File: src/hw/acr_pkg.sv
package acr_pkg;
   localparam int DIV_W = 12;
   localparam int DATA_BITS = 8;
   localparam int FRAME_BITS = 9;
   localparam int FIFO_DEPTH = 32;
   localparam int FIFO_W = 9;
   localparam logic [3:0] NORM_LAST = 4'hf;
   localparam logic [3:0] DBL_LAST = 4'h7;
   localparam logic [3:0] NORM_V1 = 4'h7;
   localparam logic [3:0] NORM_V3 = 4'h9;
   localparam logic [3:0] DBL_V1 = 4'h3;
   localparam logic [3:0] DBL_V3 = 4'h5;
   localparam logic [3:0] BIT_FIRST = 4'h0;
   localparam logic [3:0] BIT_STOP = 4'h8;
   localparam logic [1:0] VOTE_INIT = 2'h0;
   localparam logic [1:0] VOTE_MAJ = 2'h2;
   localparam logic [3:0] SAMPLE_FIRST = 4'h1;
   typedef enum logic [1:0] {
      ACR_IDLE = 2'b00,
      ACR_START = 2'b01,
      ACR_DATA = 2'b11
   } acr_state_t;
endpackage

File: src/hw/acr_rx.sv
`timescale 1ns/10ps
module acr_rx
   import acr_pkg::*;
(
   input wire logic SYS_CLK,
   input wire logic NRST,
   input wire logic RXD,
   input wire logic DOUBLE_SPEED_SELECT,
   input wire logic [DIV_W-1:0] BAUD_DIVISOR_VALUE,
   output logic RX_VALID,
   input wire logic RX_READY,
   output logic [DATA_BITS-1:0] RX_DATA,
   output logic FRAME_ERROR_FLAG,
   output logic RX_STALL
);
   typedef struct packed {
      logic s1;
      logic s2;
      logic line;
      logic [DIV_W-1:0] div;
      acr_state_t st;
      logic [3:0] phase;
      logic [3:0] bitn;
      logic [1:0] votes;
      logic [DATA_BITS-1:0] shift;
      logic push;
      logic [FIFO_W-1:0] word;
   } acr_rx_st_t;
   acr_rx_st_t r_reg, r_next;
   logic tick, in_ready, rx_bit;
   logic [3:0] last_ph, v1, v3;
   logic [FIFO_W-1:0] fifo_out;

   function automatic logic vote_of(input logic [1:0] hi);
      vote_of = hi >= VOTE_MAJ;
   endfunction

   assign tick = r_reg.div == '0;
   assign last_ph = DOUBLE_SPEED_SELECT ? DBL_LAST : NORM_LAST;
   // vote position sets the rate window the link tolerates
   assign v1 = DOUBLE_SPEED_SELECT ? DBL_V1 : NORM_V1;
   assign v3 = DOUBLE_SPEED_SELECT ? DBL_V3 : NORM_V3;
   assign rx_bit = vote_of(r_reg.votes + 2'(r_reg.s2));
   assign RX_STALL = !in_ready;

   always_comb begin
      r_next = r_reg;
      r_next.s1 = RXD;
      r_next.s2 = r_reg.s1;
      r_next.push = 1'b0;
      // divisor sets oversample rate; software owns its accuracy
      r_next.div = tick ? BAUD_DIVISOR_VALUE : r_reg.div - 1'b1;
      if (tick) begin
         r_next.line = r_reg.s2;
         r_next.phase = r_reg.phase + 1'b1;
         if (r_reg.phase >= v1 && r_reg.phase <= v3 && r_reg.st != ACR_IDLE)
            r_next.votes = r_reg.votes + 2'(r_reg.s2);
         case (r_reg.st)
            ACR_IDLE: begin
               // stalls while full; a start taken in a push cycle sees the count before that push, so its frame can still be dropped
               if (r_reg.line && !r_reg.s2 && in_ready) begin
                  r_next.st = ACR_START;
                  r_next.phase = SAMPLE_FIRST;
                  r_next.votes = VOTE_INIT;
               end
            end
            ACR_START: begin
               if (r_reg.phase == v3) begin
                  if (rx_bit) begin
                     r_next.st = ACR_IDLE;
                  end else begin
                     r_next.st = ACR_DATA;
                     r_next.bitn = BIT_FIRST;
                  end
                  r_next.votes = VOTE_INIT;
               end
            end
            ACR_DATA: begin
               if (r_reg.phase == last_ph) r_next.phase = '0;
               if (r_reg.phase == v3) begin
                  r_next.votes = VOTE_INIT;
                  r_next.bitn = r_reg.bitn + 1'b1;
                  if (r_reg.bitn == BIT_STOP) begin
                     r_next.push = 1'b1;
                     r_next.word = {!rx_bit, r_reg.shift};
                     r_next.st = ACR_IDLE;
                     // good stop counts as idle; after a bad one the line must rise first
                     r_next.line = rx_bit;
                  end else begin
                     r_next.shift = {rx_bit, r_reg.shift[DATA_BITS-1:1]};
                  end
               end
            end
            default: r_next.st = ACR_IDLE;
         endcase
      end
   end

   always_ff @(posedge SYS_CLK) begin
      if (!NRST) begin
         r_reg <= '0;
         r_reg.s1 <= 1'b1;
         r_reg.s2 <= 1'b1;
         r_reg.line <= 1'b1;
      end else begin
         r_reg <= r_next;
      end
   end

   acr_fifo #(.WIDTH(FIFO_W), .DEPTH(FIFO_DEPTH)) u_fifo (
      .clk(SYS_CLK),
      .nrst(NRST),
      .in_valid(r_reg.push),
      .in_ready(in_ready),
      .in_data(r_reg.word),
      .out_valid(RX_VALID),
      .out_ready(RX_READY),
      .out_data(fifo_out)
   );
   assign RX_DATA = fifo_out[DATA_BITS-1:0];
   assign FRAME_ERROR_FLAG = fifo_out[DATA_BITS];

   a_start_reject: assert property (@(posedge SYS_CLK) disable iff (!NRST)
      (tick && r_reg.st == ACR_START && r_reg.phase == v3 && rx_bit)
      |=> r_reg.st == ACR_IDLE && !r_reg.push) else $error("noise start accepted");
   a_start_begin: assert property (@(posedge SYS_CLK) disable iff (!NRST)
      (tick && r_reg.st == ACR_IDLE && r_reg.line && !r_reg.s2 && in_ready)
      |=> r_reg.st == ACR_START && r_reg.phase == SAMPLE_FIRST) else $error("start not begun");
   a_phase_wrap: assert property (@(posedge SYS_CLK) disable iff (!NRST)
      (tick && r_reg.st == ACR_DATA && r_reg.phase == last_ph && !$changed(DOUBLE_SPEED_SELECT))
      |=> r_reg.phase == 4'h0) else $error("bit phase wrong");
   a_stop_flag: assert property (@(posedge SYS_CLK) disable iff (!NRST)
      r_reg.push |-> r_reg.word[DATA_BITS] == !$past(rx_bit)) else $error("stop flag wrong");
   a_push_once: assert property (@(posedge SYS_CLK) disable iff (!NRST)
      r_reg.push |=> !r_reg.push) else $error("double push");
   a_push_idle: assert property (@(posedge SYS_CLK) disable iff (!NRST)
      r_reg.push |-> r_reg.st == ACR_IDLE) else $error("push outside idle");
   a_stall_hold: assert property (@(posedge SYS_CLK) disable iff (!NRST)
      (r_reg.st == ACR_IDLE && !in_ready) |=> r_reg.st == ACR_IDLE)
      else $error("start while full");
   a_vote_window: assert property (@(posedge SYS_CLK) disable iff (!NRST)
      (tick && r_reg.st != ACR_IDLE && (r_reg.phase < v1 || r_reg.phase > v3))
      |=> r_reg.votes == $past(r_reg.votes)) else $error("vote outside centre");
   c_frame: cover property (@(posedge SYS_CLK) r_reg.push);
   c_noise: cover property (@(posedge SYS_CLK) r_reg.st == ACR_START ##1 r_reg.st == ACR_IDLE);
   c_ferr: cover property (@(posedge SYS_CLK) r_reg.push && r_reg.word[DATA_BITS]);
   c_early: cover property (@(posedge SYS_CLK) r_reg.push ##1 r_reg.st == ACR_START);
endmodule // acr_rx

File: src/hw/acr_fifo.sv
`timescale 1ns/10ps
module acr_fifo #(
   parameter int WIDTH = 9,
   parameter int DEPTH = 32
) (
   input wire logic clk,
   input wire logic nrst,
   input wire logic in_valid,
   output logic in_ready,
   input wire logic [WIDTH-1:0] in_data,
   output logic out_valid,
   input wire logic out_ready,
   output logic [WIDTH-1:0] out_data
);
   localparam int AW = $clog2(DEPTH);
   typedef struct packed {
      logic [DEPTH-1:0][WIDTH-1:0] mem;
      logic [AW-1:0] wp;
      logic [AW-1:0] rp;
      logic [AW:0] cnt;
   } acr_fifo_st_t;
   acr_fifo_st_t st_reg, st_next;
   logic push, pop;
   // count one bit wider than the pointers, so all depth slots are usable
   assign in_ready = st_reg.cnt != (AW+1)'(DEPTH);
   assign out_valid = st_reg.cnt != '0;
   assign push = in_valid && in_ready;
   assign pop = out_valid && out_ready;
   assign out_data = st_reg.mem[st_reg.rp];
   always_comb begin
      st_next = st_reg;
      if (push) begin
         st_next.mem[st_reg.wp] = in_data;
         st_next.wp = st_reg.wp + 1'b1;
      end
      if (pop) st_next.rp = st_reg.rp + 1'b1;
      st_next.cnt = st_reg.cnt + (AW+1)'(push) - (AW+1)'(pop);
   end
   always_ff @(posedge clk) begin
      if (!nrst) st_reg <= '0;
      else st_reg <= st_next;
   end
endmodule // acr_fifo

File: config.mk
export PLATFORM = sky130hd
export DESIGN_NAME = acr_rx
export DESIGN_NICKNAME = d
export VERILOG_FILES = /design/src/hw/acr_pkg.sv /design/src/hw/acr_rx.sv /design/src/hw/acr_fifo.sv
export SDC_FILE = /design/constraint.sdc
export NUM_CORES = 1
export LEC_CHECK = 0
export BUFFER_PORTS_ARGS = -buffer_cell sky130_fd_sc_hd__buf_2
export CORE_MARGIN = 5
export CORE_UTILIZATION = 45
export DETAILED_ROUTE_END_ITERATION = 7
export GPL_TIMING_DRIVEN = 0
export PLACE_DENSITY = 0.65
export REMOVE_ABC_BUFFERS = 1
export SETUP_SLACK_MARGIN = 0.02
export SYNTH_ARGS = -nofsm -noshare
export SYNTH_HDL_FRONTEND = slang
export SYNTH_SLANG_ARGS = --single-unit
File: constraint.sdc
create_clock -name SYS_CLK -period 3.4 [get_ports SYS_CLK]
set_input_delay 0.17 -clock SYS_CLK [delete_from_list [all_inputs] [get_ports SYS_CLK]]
set_output_delay 0.17 -clock SYS_CLK [all_outputs]
set_load 0.05 [all_outputs]
==> results.md <==
* Top FF cell, synth: dfxtp_1
* Worst-path clk slew at 0.06 ns
* Vias/cell at 5.83
* Crit Path Max Fanout at 49
* Final period util at 98.0%
* Cell Area, Synth at 16100 sq um
* Worst EP arrival at 3.16 ns
* Detailed Place HPWL at 24800 microns
* Vias in the first global route at 13000
* Antenna cell count at 0
* Max_cap viols at 0
* Register area share after synthesis at 43.5%
* Final Wtd Congestion at 0.797
* Synth Area in Simple Gates at 22.5%
* Skew final at 0.0166 ns
* Mux contribution to synthesized area at 11.4%
* Synth-to-Final Area Change at 11.0%
* Drt first pass iters at 5
* WL final at 43400 microns
* Initial antenna violation count at 0
* RSZ-0062 raised after global routing: false
* CTS root buffer: clkbuf_16
* Synth unique cells at 60
* Startpoint Class: register
* Worst skew pair latency at 0.53 ns
* Longest Clk Path Bufs at 3
* Worst-margin pin slew at 1.41 ns
* Main combinational cell family by area after synthesis: simple AND/OR/NAND/NOR gates
* Core area at 35400 sq um
* Setup-failing EPs final at 0
* Synth Area in Compound Gates at 14.0%
* First-pass GRT wire length at 69600 microns
* H-tree depth at 2
* Endpoint class of the critical path: output port
* Critical path type: reg2out
* DIE AREA at 39500 sq um
* DRT iter0 DRCs at 1221
* Ys Warns at 0
* Die height at 199 microns
* PortBufs at 27
* Final hold slack at 0.0349 ns
* Fmax at 300 MHz
* Area contributors post-synth: dfxtp_1 (44%), a21oi_1 (9.9%), nand3_1 (9.6%)
* Synth Instances at 1923
* Final Max Tran Viols at 0
* Number of fill cells at 3304
* Post-synth EDFFs at 0
* Leading cell types in the layout, fill and taps excluded: dfxtp_1 (338), nand2_1 (327), a21oi_1 (316)
* Initial Utilization at 45.3%
* CTS tree: done
* Synth Area per Inst at 8.35 sq um
* Routed len/inst at 18.6 microns
* Max reg flops at 304
* Required @ worst endpoint at 3.23 ns
* Setup_tns at 0 ns
* Layout Nets at 1883
* GR Overflow Total at 0
* Max VDD drop at 0.000415 V
* Minimum clock period at 3.33 ns
* Post-Synth Adder-Cell Area at 2.31%
* Final Hold Viols at 0
* Clk sinks at 349
* Antenna Nets Post-Route at 0
* DRC at 0
* IO Count at 28
* Cts bufs inserted at 38
* Power per Cell Area at 583 nW/um^2
* Yosys top cell area share at 43.5%
* Share of cells above drive strength 1 at 11.1%
* Row Count at 69
* Gr usage total at 21.5%
* Synth area leader: dfxtp_1
* XOR/XNOR share of the synthesized area at 0.982%
* Status: finished, final reports clean
* Lkg Pwr at 5.58 nW
* Via count at 13600
* Post-synth ARST share at 0%
* #FFs+latches synth at 349
* Max-slew headroom at 6.07%
* Commonest non-fill, non-tap cell in the layout: dfxtp_1
* Die width at 199 microns
* Largest net degree at the start of global routing at 173
* HP Class: in2reg
-- kinds of logic after synthesis --
kind of cell               after synthesis
and+or+nand+nor                        781
DFF                                    349
xor gates and xnor gates                18
AOI/OAI and AO/OA                      399
muxes                                  138
adders and majority gates               29
buffers and inverters                  209
-- worst paths after layout --
check	startpoint	to	slack [ns]	depth (start not counted)
max reg2reg	u_fifo.st_reg[3]	u_fifo.st_reg[4]	0.62	14
min reg2reg	r_next[43]	r_reg[43]	0.41	1
max	u_fifo.st_reg[7]	RX_DATA[7]	0.07	8
min	NRST	r_next[43]	0.03	2
-- layout make-up --
cell class                      count  area, sq um  area share, %
Multi-Input combinational cell   1365         8280           46.5
Sequential cell                   349         7010           39.3
Clock buffer                       62         1170           6.59
Timing Repair Buffer               58          612           3.43
Tap cell                          461          577           3.24
Inverter                           25          101          0.569
Clock inverter                      8         67.6          0.379
-- where the power goes --
| part | switching (mW) | total [mW] | internal [mW] |
|---|---|---|---|
| clock | 1.67 | 4.11 | 2.44 |
| combinational | 1.15 | 1.91 | 0.759 |
| sequential | 0.186 | 4.38 | 4.20 |
-- timing repair --
| action | in CTS | in global routing |
|---|---|---|
| endpoints found under the hold margin | 11 | 0 |
| endpoints found under the setup margin | 9 | 0 |
| resized for setup | 6 | 0 |
| setup buffers | 1 | 0 |
| hold buffers | 11 | 0 |
-- worst max-delay path, stage by stage, from the launching register on --
cell and delay [ns]:
dfxtp_4 0.58, buf_16 0.26, buf_16 0.33, mux2i_1 0.28, a22o_1 0.20, nor3_1 0.06
a31oi_1 0.35, o221ai_1 0.27, buf_2 0.28
-- cell usage after synthesis, types with 10 or more instances --
cell type	number
buf_1	23
clkbuf_1	125
xnor2_1	10
nand3_1	307
nand2_1	327
nor2_1	51
nand2_2	32
buf_2	31
dfxtp_1	349
mux2i_1	102
a22o_1	18
inv_1	24
a31oi_1	11
ha_1	28
a21oi_1	316
nor3_1	13
mux4_2	36
-- through the flow --
stage	utilization, %	setup WS, ns	area [sq um]	power, mW	std cells
global placement	45.2	-3.65	16000	6.38	2227
CTS	50.3	0.0502	17800	10.5	2328
global route	50.4	0.0453	17800	10.8	2328
detailed placement	46.3	-0.183	16400	6.31	2245
finish	50.4	0.0691	17800	10.4	2328
floorplan	-	-1.78	15300	5.87	1739
-- layer usage --
layer  GRT usage [%]  up-vias  wire (microns)
li1                -     6553               -
met1            28.8     6539           18900
met2            36.3      408           20900
met3            3.24       63            2580
met4            6.21        0            1020
met5               0        -               0
(Power assumes the default switching activity.)
